--- config.mk ---
export PLATFORM = sky130hd
export DESIGN_NAME = output_compare_pwm_channel
export DESIGN_NICKNAME = d
export VERILOG_FILES = /design/src/core/compare_pkg.sv /design/src/core/output_compare_pwm_channel.sv
export SDC_FILE = /design/constraint.sdc
export NUM_CORES = 1
export LEC_CHECK = 0
export BUFFER_PORTS_ARGS = -buffer_cell sky130_fd_sc_hd__buf_4
export CORE_MARGIN = 2
export CORE_UTILIZATION = 57
export CTS_CLUSTER_SIZE = 20
export DETAILED_ROUTE_END_ITERATION = 10
export PLACE_DENSITY_LB_ADDON = 0.08
export SYNTH_ARGS = -nofsm -noshare
export SYNTH_HDL_FRONTEND = slang
export SYNTH_SLANG_ARGS = --single-unit
--- constraint.sdc ---
create_clock -name ref_clk -period 6.84 [get_ports ref_clk]
set_input_delay 1.026 -clock ref_clk [delete_from_list [all_inputs] [get_ports ref_clk]]
set_output_delay 1.026 -clock ref_clk [all_outputs]
set_load 0.02 [all_outputs]
--- src/core/compare_pkg.sv ---
// Constants and types for the output compare PWM channel
package compare_pkg;

    // ************************************************************
    // Register port geometry and register indices
    // ************************************************************
    localparam int         ADDR_W         = 3;
    localparam int         DATA_W         = 16;
    localparam logic [2:0] IDX_CTRL_ONE   = 3'h0;
    localparam logic [2:0] IDX_CTRL_TWO   = 3'h1;
    localparam logic [2:0] IDX_PRIMARY    = 3'h2;
    localparam logic [2:0] IDX_SECONDARY  = 3'h3;
    localparam logic [2:0] IDX_TIMER      = 3'h4;

    // ************************************************************
    // Control register one fields
    // ************************************************************
    localparam int          C1_MODE_LSB   = 0;
    localparam int          C1_TRIG_MODE  = 3;
    localparam int          C1_FAULT_STAT = 4;
    localparam int          C1_FAULT_EN   = 7;
    localparam logic [15:0] C1_WMASK      = 16'h3F8F;
    localparam logic [15:0] C1_RESET      = 16'h0000;

    // ************************************************************
    // Control register two fields
    // ************************************************************
    localparam int          C2_SRC_LSB    = 0;
    localparam int          C2_TRIS       = 5;
    localparam int          C2_TRIG_STAT  = 6;
    localparam int          C2_TRIG_SEL   = 7;
    localparam int          C2_CASCADE    = 8;
    localparam int          C2_DCB_LSB    = 9;
    localparam int          C2_INVERT     = 12;
    localparam int          C2_FLT_DIR    = 13;
    localparam int          C2_FLT_LVL    = 14;
    localparam int          C2_FLT_HOLD   = 15;
    localparam logic [15:0] C2_WMASK      = 16'hF7BF;
    localparam logic [15:0] C2_RESET      = 16'h000C;
    localparam logic [15:0] DATA_RESET    = 16'h0000;

    // ************************************************************
    // Source select codes and sub-cycle layout
    // ************************************************************
    localparam logic [4:0]  SRC_NONE      = 5'h00;
    localparam logic [4:0]  SRC_SELF      = 5'h1F;
    localparam int          SRC_COUNT     = 32;
    localparam int          QUARTERS      = 4;

    // Channel operating modes
    typedef enum logic [2:0] {
        MODE_OFF      = 3'b000,
        MODE_ONE_HIGH = 3'b001,
        MODE_ONE_LOW  = 3'b010,
        MODE_TOGGLE   = 3'b011,
        MODE_SHOT     = 3'b100,
        MODE_PULSES   = 3'b101,
        MODE_EDGE     = 3'b110,
        MODE_CENTRE   = 3'b111
    } mode_e;

endpackage

--- src/core/output_compare_pwm_channel.sv ---
// Output compare channel with PWM, fault, sub-cycle edge and trigger logic
`timescale 1ns/1ps
`default_nettype none

module output_compare_pwm_channel
    import compare_pkg::*;
#(
    parameter int SOURCES = 32              // Width of the source pulse vector
) (
    input  wire logic                        ref_clk,          // System clock, 100 MHz
    input  wire logic                        reset,            // Synchronous, active high
    input  wire logic [compare_pkg::ADDR_W-1:0] regAddr,       // Register index
    input  wire logic [compare_pkg::DATA_W-1:0] regWrData,     // Write data
    input  wire logic                        regWr,            // Write strobe
    input  wire logic                        regRd,            // Read strobe
    output wire logic [compare_pkg::DATA_W-1:0] regRdData,     // Read data, next cycle
    input  wire logic [SOURCES-1:0]          syncSources,      // Source event pulses
    input  wire logic                        peerCarry,        // Low half rolled over
    input  wire logic                        peerMatch,        // Low half matches
    input  wire logic                        faultPin,         // Fault input, async
    output wire logic [compare_pkg::QUARTERS-1:0] compareOutputPin, // Quarter levels
    output wire logic                        pinOeN,           // Pin enable, low drives
    output wire logic                        matchOut,         // Primary equal, for peer
    output wire logic                        carryOut          // Rollover, for peer
);
    import compare_pkg::*;

    // Source vector must cover every select code
    if (SOURCES != SRC_COUNT) begin : g_bad_sources
        $error("SOURCES must equal 32");
    end

    // ************************************************************
    // State
    // ************************************************************
    typedef struct packed {
        logic [15:0] ctrlOne;
        logic [15:0] ctrlTwo;
        logic [15:0] primary;
        logic [15:0] secondary;
        logic [15:0] timer;
        logic [15:0] dutyBuf;
        logic [15:0] periodBuf;
        logic [1:0]  dcbBuf;
        logic [2:0]  modePrev;
        logic        level;
        logic        done;
        logic        faultS1;
        logic        faultS2;
        logic        faultS3;
        logic        faultLvl;
        logic        faultState;
        logic [3:0]  quarters;
        logic        oeN;
        logic [15:0] readData;
        logic        matchQ;
        logic        carryQ;
    } state_s;

    state_s st_q;
    state_s st_d;

    // ************************************************************
    // Decoded fields and compare terms
    // ************************************************************
    mode_e       mode;
    logic        isPwm;
    logic        trigSel;
    logic        timer_trigger_status;
    logic        cascade;
    logic [4:0]  srcSel;
    logic        run;
    logic        step;
    logic        peerOk;
    logic [15:0] cmpPrim;
    logic [15:0] cmpSec;
    logic        evPrim;
    logic        evSec;
    logic        selfMatch;
    logic        srcPulse;
    logic        syncClear;
    logic        trigSet;
    logic        wrapNow;
    logic        wrOne;
    logic        wrTwo;
    logic        faultOn;
    logic        fell;
    logic [1:0]  dcbEff;
    logic        finalLvl;
    logic        invD;

    assign mode      = mode_e'(st_q.ctrlOne[C1_MODE_LSB +: 3]);
    assign isPwm     = (mode == MODE_EDGE) || (mode == MODE_CENTRE);
    assign trigSel   = st_q.ctrlTwo[C2_TRIG_SEL];
    assign timer_trigger_status  = st_q.ctrlTwo[C2_TRIG_STAT];
    assign cascade   = st_q.ctrlTwo[C2_CASCADE];
    assign srcSel    = st_q.ctrlTwo[C2_SRC_LSB +: 5];
    assign wrOne     = regWr && (regAddr == IDX_CTRL_ONE);
    assign wrTwo     = regWr && (regAddr == IDX_CTRL_TWO);

    // Timer runs when enabled and, in trigger mode, once triggered
    assign run       = (mode != MODE_OFF) && (!trigSel || timer_trigger_status);
    // Cascaded upper half only steps on the lower half's rollover
    assign step      = !cascade || peerCarry;
    assign peerOk    = !cascade || peerMatch;
    // PWM modes compare against the period-latched copies
    assign cmpPrim   = isPwm ? st_q.dutyBuf : st_q.primary;
    assign cmpSec    = isPwm ? st_q.periodBuf : st_q.secondary;
    assign evPrim    = run && peerOk && (st_q.timer == cmpPrim);
    assign evSec     = run && peerOk && (st_q.timer == cmpSec);
    assign selfMatch = st_q.timer == st_q.secondary;

    // Source mux; reserved codes simply carry no pulse from outside
    always_comb begin
        if (srcSel == SRC_NONE) begin
            srcPulse = 1'b0;
        end else if (srcSel == SRC_SELF) begin
            srcPulse = selfMatch && (mode != MODE_OFF);
        end else begin
            srcPulse = syncSources[srcSel];
        end
    end

    // Self as trigger starts only when secondary is zero (the held timer matches it), so software must avoid it
    assign trigSet   = trigSel && srcPulse && (mode != MODE_OFF);
    // Sync only makes sense for timer and channel sources
    assign syncClear = !trigSel && srcPulse;
    assign wrapNow   = run && (((mode == MODE_EDGE) && (st_q.timer == st_q.periodBuf))
                               || syncClear || (step && (&st_q.timer)));
    assign faultOn   = st_q.faultLvl && st_q.ctrlOne[C1_FAULT_EN] && isPwm;

    // ************************************************************
    // Next-state logic
    // ************************************************************
    always_comb begin
        st_d = st_q;

        // Register writes; status bits handled apart below
        if (wrOne) begin
            st_d.ctrlOne = (regWrData & C1_WMASK) | (st_q.ctrlOne & ~C1_WMASK);
        end
        if (wrTwo) begin
            st_d.ctrlTwo = (regWrData & C2_WMASK) | (st_q.ctrlTwo & ~C2_WMASK);
        end
        if (regWr && (regAddr == IDX_PRIMARY)) begin
            st_d.primary = regWrData;
        end
        if (regWr && (regAddr == IDX_SECONDARY)) begin
            st_d.secondary = regWrData;
        end

        // Trigger status: hardware set wins over any clear
        if (trigSet) begin
            st_d.ctrlTwo[C2_TRIG_STAT] = 1'b1;
        end else if (wrTwo) begin
            st_d.ctrlTwo[C2_TRIG_STAT] = regWrData[C2_TRIG_STAT];
        end else if (st_q.ctrlOne[C1_TRIG_MODE] && selfMatch) begin
            st_d.ctrlTwo[C2_TRIG_STAT] = 1'b0;
        end

        // Timer held clear while idle or waiting for its trigger
        if (!run) begin
            st_d.timer = DATA_RESET;
        end else if (wrapNow) begin
            st_d.timer = DATA_RESET;
        end else if (step) begin
            st_d.timer = st_q.timer + 16'h0001;
        end

        // Duty, period and sub-cycle latch every cycle, but only at a period boundary while a PWM mode runs
        if (!isPwm || !run || wrapNow) begin
            st_d.dutyBuf   = st_q.primary;
            st_d.periodBuf = st_q.secondary;
            st_d.dcbBuf    = st_q.ctrlTwo[C2_DCB_LSB +: 2];
        end

        // Fault input: three stages, a change counts once 2 and 3 agree
        st_d.faultS1 = faultPin;
        st_d.faultS2 = st_q.faultS1;
        st_d.faultS3 = st_q.faultS2;
        if (st_q.faultS2 == st_q.faultS3) begin
            st_d.faultLvl = st_q.faultS3;
        end

        // Fault status: set wins; software clear, or period end in hold 0
        if (faultOn) begin
            st_d.ctrlOne[C1_FAULT_STAT] = 1'b1;
        end else if (wrOne && !regWrData[C1_FAULT_STAT]) begin
            st_d.ctrlOne[C1_FAULT_STAT] = 1'b0;
        end else if (!st_q.ctrlTwo[C2_FLT_HOLD] && st_q.faultState && wrapNow) begin
            st_d.ctrlOne[C1_FAULT_STAT] = 1'b0;
        end

        // Fault state leaves only after the input has gone away
        if (faultOn) begin
            st_d.faultState = 1'b1;
        end else if (st_q.ctrlTwo[C2_FLT_HOLD]) begin
            if (!st_d.ctrlOne[C1_FAULT_STAT]) begin
                st_d.faultState = 1'b0;
            end
        end else if (wrapNow || !isPwm) begin
            st_d.faultState = 1'b0;
        end

        // Output level per mode; a new mode restarts from its initial level
        st_d.modePrev = mode;
        if (mode != mode_e'(st_q.modePrev)) begin
            st_d.level = (mode == MODE_ONE_LOW);
            st_d.done  = 1'b0;
        end else begin
            case (mode)
                MODE_OFF: begin
                    st_d.level = 1'b0;
                end
                MODE_ONE_HIGH: begin
                    if (evPrim) begin
                        st_d.level = 1'b1;
                    end
                end
                MODE_ONE_LOW: begin
                    if (evPrim) begin
                        st_d.level = 1'b0;
                    end
                end
                MODE_TOGGLE: begin
                    if (evPrim) begin
                        st_d.level = !st_q.level;
                    end
                end
                MODE_SHOT: begin
                    // One pulse only, then parked low until the mode changes
                    if (!st_q.done && !st_q.level && evPrim) begin
                        st_d.level = 1'b1;
                    end else if (!st_q.done && st_q.level && evSec) begin
                        st_d.level = 1'b0;
                        st_d.done  = 1'b1;
                    end
                end
                MODE_PULSES: begin
                    if (!st_q.level && evPrim) begin
                        st_d.level = 1'b1;
                    end else if (st_q.level && evSec) begin
                        st_d.level = 1'b0;
                    end
                end
                MODE_EDGE: begin
                    // Zero duty stays low; duty past the period stays high
                    if (wrapNow) begin
                        st_d.level = (st_q.primary != DATA_RESET);
                    end else if (evPrim) begin
                        st_d.level = 1'b0;
                    end
                end
                MODE_CENTRE: begin
                    if (evSec) begin
                        st_d.level = 1'b0;
                    end else if (evPrim) begin
                        st_d.level = 1'b1;
                    end
                end
                default: begin
                    st_d.level = 1'b0;
                end
            endcase
        end

        // Quarter levels: the internal falling edge is held for dcb quarters
        invD     = st_d.ctrlTwo[C2_INVERT];
        dcbEff   = isPwm ? st_d.dcbBuf : st_d.ctrlTwo[C2_DCB_LSB +: 2];
        fell     = st_q.level && !st_d.level && !st_d.faultState
                   && (mode != MODE_ONE_HIGH);
        finalLvl = st_d.faultState ? st_d.ctrlTwo[C2_FLT_LVL]
                                   : (st_d.level ^ invD);
        for (int i = 0; i < QUARTERS; i++) begin
            // Inverted output turns the delayed edge into a rising one
            if (fell && (i < int'(dcbEff))) begin
                st_d.quarters[i] = !invD;
            end else begin
                st_d.quarters[i] = finalLvl;
            end
        end

        // Fault may force the pin out; otherwise tri-state bit decides
        if (st_d.faultState && st_d.ctrlTwo[C2_FLT_DIR]) begin
            st_d.oeN = 1'b0;
        end else begin
            st_d.oeN = st_d.ctrlTwo[C2_TRIS];
        end

        // Cascade hand-off to the partner channel
        st_d.matchQ = run && (st_q.timer == st_q.primary);
        st_d.carryQ = run && step && (&st_q.timer);

        // Read data stands for one cycle only; unmapped reads give zero
        st_d.readData = DATA_RESET;
        if (regRd) begin
            case (regAddr)
                IDX_CTRL_ONE:  st_d.readData = st_q.ctrlOne;
                IDX_CTRL_TWO:  st_d.readData = st_q.ctrlTwo;
                IDX_PRIMARY:   st_d.readData = st_q.primary;
                IDX_SECONDARY: st_d.readData = st_q.secondary;
                IDX_TIMER:     st_d.readData = st_q.timer;
                default:       st_d.readData = DATA_RESET;
            endcase
        end
    end

    // ************************************************************
    // State register
    // ************************************************************
    always_ff @(posedge ref_clk) begin
        if (reset) begin
            st_q           <= '0;
            st_q.ctrlOne   <= C1_RESET;
            st_q.ctrlTwo   <= C2_RESET;
            st_q.oeN       <= 1'b0;
        end else begin
            st_q <= st_d;
        end
    end

    // Outputs straight from the state register
    assign regRdData        = st_q.readData;
    assign compareOutputPin = st_q.quarters;
    assign pinOeN           = st_q.oeN;
    assign matchOut         = st_q.matchQ;
    assign carryOut         = st_q.carryQ;

    logic modeSteady;
    assign modeSteady = (mode == mode_e'(st_q.modePrev)) && !wrOne;
endmodule

`default_nettype wire

==> results by stage <==
Run status:
- The flow ran to the end, and the final reports show no timing, DRC or antenna violations.

Critical path:
- The endpoint type of the worst setup path is a flip-flop.
- For this run, the slowest stage of the critical path takes between 0.7 and 0.8 ns.
- Traced cell by cell, the critical path runs through and2_1 -> o21ai_0 -> o32ai_1 -> o211ai_1 -> or4_1 -> ha_1 -> nand2_1 -> o21ai_0 -> a21oi_1 -> o21bai_1 -> o311a_1 -> a21oi_2 -> mux2_2 -> o22ai_1.
- The master of the slowest instance on the critical path is and2_1.
- The endpoint identified for the worst register-to-register timing path is compareOutputPin[2].
- The critical path ends at compareOutputPin[2].
- The critical path contains buffers and inverters numbering 0 combined.
- The endpoint required time on the critical path is 7.20 ns.
- The largest fanout on the critical path is 15.
- At the worst endpoint, the arrival time is approximately 5.0 ns.
- The startpoint identified for the worst register-to-register timing path is mode[1].
- Among the stages of the critical path, the cell type that occurs most often is o21ai_0.
- The kind of cell with the highest combined delay along the critical path is compound AO/OA/AOI/OAI gates.
- In this run the worst setup path begins at mode[1].
- STA classifies the critical path startpoint as a flip-flop.
- The path length in cells of the critical path is 14.
- The critical path in this run is classified as reg2reg.
- The slack of the worst reg-to-reg path is ~2.2 ns.
- The worst register-to-register path has a depth of 14.

Synth:
- Summing the areas of all fa, ha and maj instances in the mapped netlist gives 0.4951% of the synthesized area.
- In this run, synthesis inferred 0 flip-flops with an integrated enable.
- The unique cell type count in the Yosys netlist is 68.
- For this run, asynchronously set or reset flops after synthesis account for 0%.
- The post-synthesis xor/xnor area fraction is roughly 7.4%.
- The primary flip-flop cell chosen by synthesis mapping is dfxtp_1.
- The number of synthesized register bits is ~140.
- The synthesized netlist occupies a cell area of 7581 sq um.
- Yosys attributes the largest share of cell area to dfxtp_1, nand2_1, mux2i_1.
- The fraction of synthesized cell area taken by the top area cell type is between 30% and 40%.
- Sequential elements use 37.50% of the synthesized area.
- Yosys printed 0 warnings.
- Among all cell types in the netlist, the one instantiated most often is dfxtp_1.
- The synthesized netlist devotes 15.45% of its cell area to compound gates.
- Summing the areas of all and, or, nand and nor instances in the mapped netlist gives 22.73% of the synthesized area.
- The largest family of logic cells by synthesized area is simple AND/OR/NAND/NOR gates.
- The count of mapped cells out of synthesis is 932.
- Of all cell types, the one taking the most synthesized area is dfxtp_1.
- The post-synthesis average cell area is 8.134 sq um.
- The number of nets in the synthesized netlist is 993.
- Ranked by instance count, the synthesized netlist is headed by dfxtp_1, nand2_1, nor2_1, a21oi_1, clkbuf_1.
- The multiplexer fraction of the synthesized cell area is under 10%.

Pwr:
- Of the total power, combinational logic draws 7.6%.
- The maximum VDD drop is approximately 270 uV.
- The leakage power of the design is 3.056 nW.
- The post-route total power is 1.912 mW.
- Sequential cells account for between 40 and 50% of the total power.
- The net switching power is 0.4653 mW.
- The power density relative to cell area is 223.0 nW/um^2.
- The fraction of power spent switching nets is 24.33%.
- Internal power comes to 1.447 mW.
- Per report_power, the clock group accounts for 47.6% of the total.

Clock tree:
- The number of resized instances in the post-cts repair step is 0.
- The number of clock buffers added by TritonCTS is 17.
- The register clock-pin slew on the reported worst setup and hold paths is 0.06 ns.
- The clock tree synthesis step divided the H-tree into 4 levels.
- TritonCTS built the clock tree.
- Counting along the longest clock path gives a buffer depth of 2.
- The worst-skew pair later-pin latency is 0.43 ns.
- The clock net in this run drives a total of 142 sinks.
- The clock root buffer is clkbuf_16.
- For this design, the CTS-stage hold fixing added 0 buffers.
- In this run the post-CTS setup repair buffer count came out at 0.

Die:
- The die covers 14240 sq um.
- During I/O placement, the number of pins put on the boundary was 81.
- The horizontal die dimension is roughly 120 microns.
- The area of the core region is 13140 sq um.
- For this configuration, the core starts out at a cell density of 57.70%.
- Row generation in the floorplan step produced between 40 and 50 rows.
- The die is 119.3 microns tall.

STA:
- For the final database, setup skew stands at roughly 0.015 ns.
- Hold timing on the final database bottoms out at a slack of about 0.46 ns.
- The post-route worst setup slack is 2.202 ns.
- The part of the cycle the worst path needs is 67.81%.
- After layout, the minimum clock period comes to 4.638 ns.
- Setup repair after global routing left no endpoint under its margin.
- The slew at the pin closest to its max-slew limit is 1.177 ns.
- In the final timing run, aggregate negative setup slack is 0 ns.
- Setup violations remaining at the end of the flow were counted as 0.
- The final hold violation count is 0.
- The total count of max-transition violations in the final report is 0.
- Measured against its own limit, the worst slew margin works out to 21.25%.
- The highest attainable clock frequency is 215.6 MHz.

Place:
- The worst slack after detailed placement is 2.308 ns.
- Counting tap cells, the placed design contains a total of 1100 instances.
- The placed instance area is 7996 sq um.
- At the end of routability-driven placement, the weighted congestion stood at 0.9896.
- The count of input and output buffers is 79.
- Detailed placement finished with a half-perimeter wire length of roughly 16 mm.

Final layout:
- The storage element area is 2843 sq um.
- The final core utilization is about two thirds.
- The fraction of final layout cells sized beyond drive strength 1 is between 10% and 20%.
- After the last flow step, the layout net total stands at about 1000.
- Relative to the synthesized area, the layout overhead comes to 13.14%.
- The number of diodes added for antenna fixing is 0.
- The finished layout holds 1132 standard cells, fillers aside.
- The filler cells instantiated in the layout total between 1000 and 1500.
- With fillers left out, the area of the finished cells amounts to 8577 sq um.
- In the final layout, the multi-input gates occupy 4217 sq um.

Global routing:
- Entering global routing, the biggest net connects 74 pins.
- The initial antenna violation count came to 0.
- The number of global-route vias before repair is 6415.
- Summed over all layers, the global routing overflow is 0.
- The global-route wire length before repair is 36.07 mm.
- For this run, the total global-route usage over all layers was measured as 33.38%.

Routing:
- In the routed layout, each cell is associated on average with a via count of 6.102.
- The total wire length after detailed routing is about 23 mm.
- The detailed-route wire length per cell is roughly 21 microns.
- The number of DRC markers after the initial detailed-route iteration is 873.
- The via count is 6908.
- The total iterations of the first detailed-routing run is 5.
- The detail route stage leaves a number of antenna-violating nets equal to 0.
- In the routed design, unresolved DRC markers number 0.

Run:
- The count of max-cap constraint violations is 0.

Hold path:
- The classification of the worst-slack hold path is reg2reg.
## metal layers
metal / global-route usage, % / part of all wire, % / vias up
li1: - / - / 3237
met1: 44.89 / 41 / 3245
met2: 50.18 / 45 / 375
met3: 10.78 / 11 / 51
met4: 12.35 / 2.8 / 0
met5: 0 / 0 / -
## layout make-up
type | instances | area share (%)
multi-input cells | 675 | 49.16
flip-flops and latches | 142 | 33.14
repair buffers | 84 | 7.352
clock buffers | 19 | 5.164
well taps | 176 | 2.567
clock inverters | 13 | 1.605
inverters | 23 | 1.007
## worst min path at each step
stage / startpoint / end / slack, ns / cells after the start
2_1_floorplan: st_d[26] / st_d[25] / 0.41 / 1
3_3_place_gp: st_d[26] / st_d[25] / 0.44 / 1
3_5_place_dp: st_d[26] / st_d[25] / 0.43 / 1
4_1_cts: st_q[144] / st_q[144] / 0.46 / 2
5_1_grt: st_d[26] / st_d[25] / 0.46 / 1
6_report: st_d[26] / st_d[25] / 0.46 / 1
## sequential cells by signal, indices dropped and copies added (netlist names)
name and cells:
carryOut 1, cascade 1, compareOutputPin 4, matchOut 1, mode 3, pinOeN 1, regRdData 16, srcSel 5
st_d 2, st_q 108
## cell families (layout without fill, tap and decap cells)
| logic type | after synthesis | in the layout |
|---|---|---|
| multiplexers | 63 | 63 |
| AO/OA/AOI/OAI | 178 | 178 |
| AND/OR/NAND/NOR | 367 | 367 |
| adder cells (fa/ha/maj) | 3 | 3 |
| flip-flops | 142 | 142 |
| XOR/XNOR | 64 | 64 |
| buffers and inverters | 115 | 139 |
## worst register-to-register path: stages, from the launching register on
cell	delay (ns)
dfxtp_1	0.65
and2_1	0.71
o21ai_0	0.20
o32ai_1	0.26
o211ai_1	0.17
or4_1	0.65
ha_1	0.34
nand2_1	0.07
o21ai_0	0.09
a21oi_1	0.18
o21bai_1	0.08
o311a_1	0.36
a21oi_2	0.29
mux2_2	0.40
o22ai_1	0.13
## cell usage in the layout, fill, tap and decap left out, drive strengths merged, types with 4 or more instances in the layout
| master | n |
|---|---|
| a21oi | 71 |
| a22oi | 25 |
| a31oi | 10 |
| and2 | 9 |
| and3 | 6 |
| buf | 84 |
| clkbuf | 19 |
| clkinv | 5 |
| dfxtp | 142 |
| inv | 26 |
| mux2 | 15 |
| mux2i | 42 |
| mux4 | 6 |
| nand2 | 139 |
| nand2b | 19 |
| nand3 | 20 |
| nand3b | 4 |
| nand4 | 17 |
| nor2 | 96 |
| nor2b | 18 |
| nor3 | 8 |
| nor4 | 14 |
| o2111ai | 5 |
| o211ai | 5 |
| o21ai | 16 |
| o22a | 11 |
| o22ai | 5 |
| xnor2 | 46 |
| xor2 | 18 |
## power by group through the flow
| stage | Combinational (mW) | Clock, mW | Sequential, mW |
|---|---|---|---|
| finish | 0.145 | 0.911 | 0.857 |
| detailed placement | 0.141 | 0 | 0.875 |
| floorplan | 0.0884 | 0 | 0.866 |
| CTS | 0.141 | 0.917 | 0.856 |
| global placement | 0.139 | 0 | 0.874 |
| global route | 0.156 | 0.954 | 0.858 |
Power figures use the tool's default switching activity.
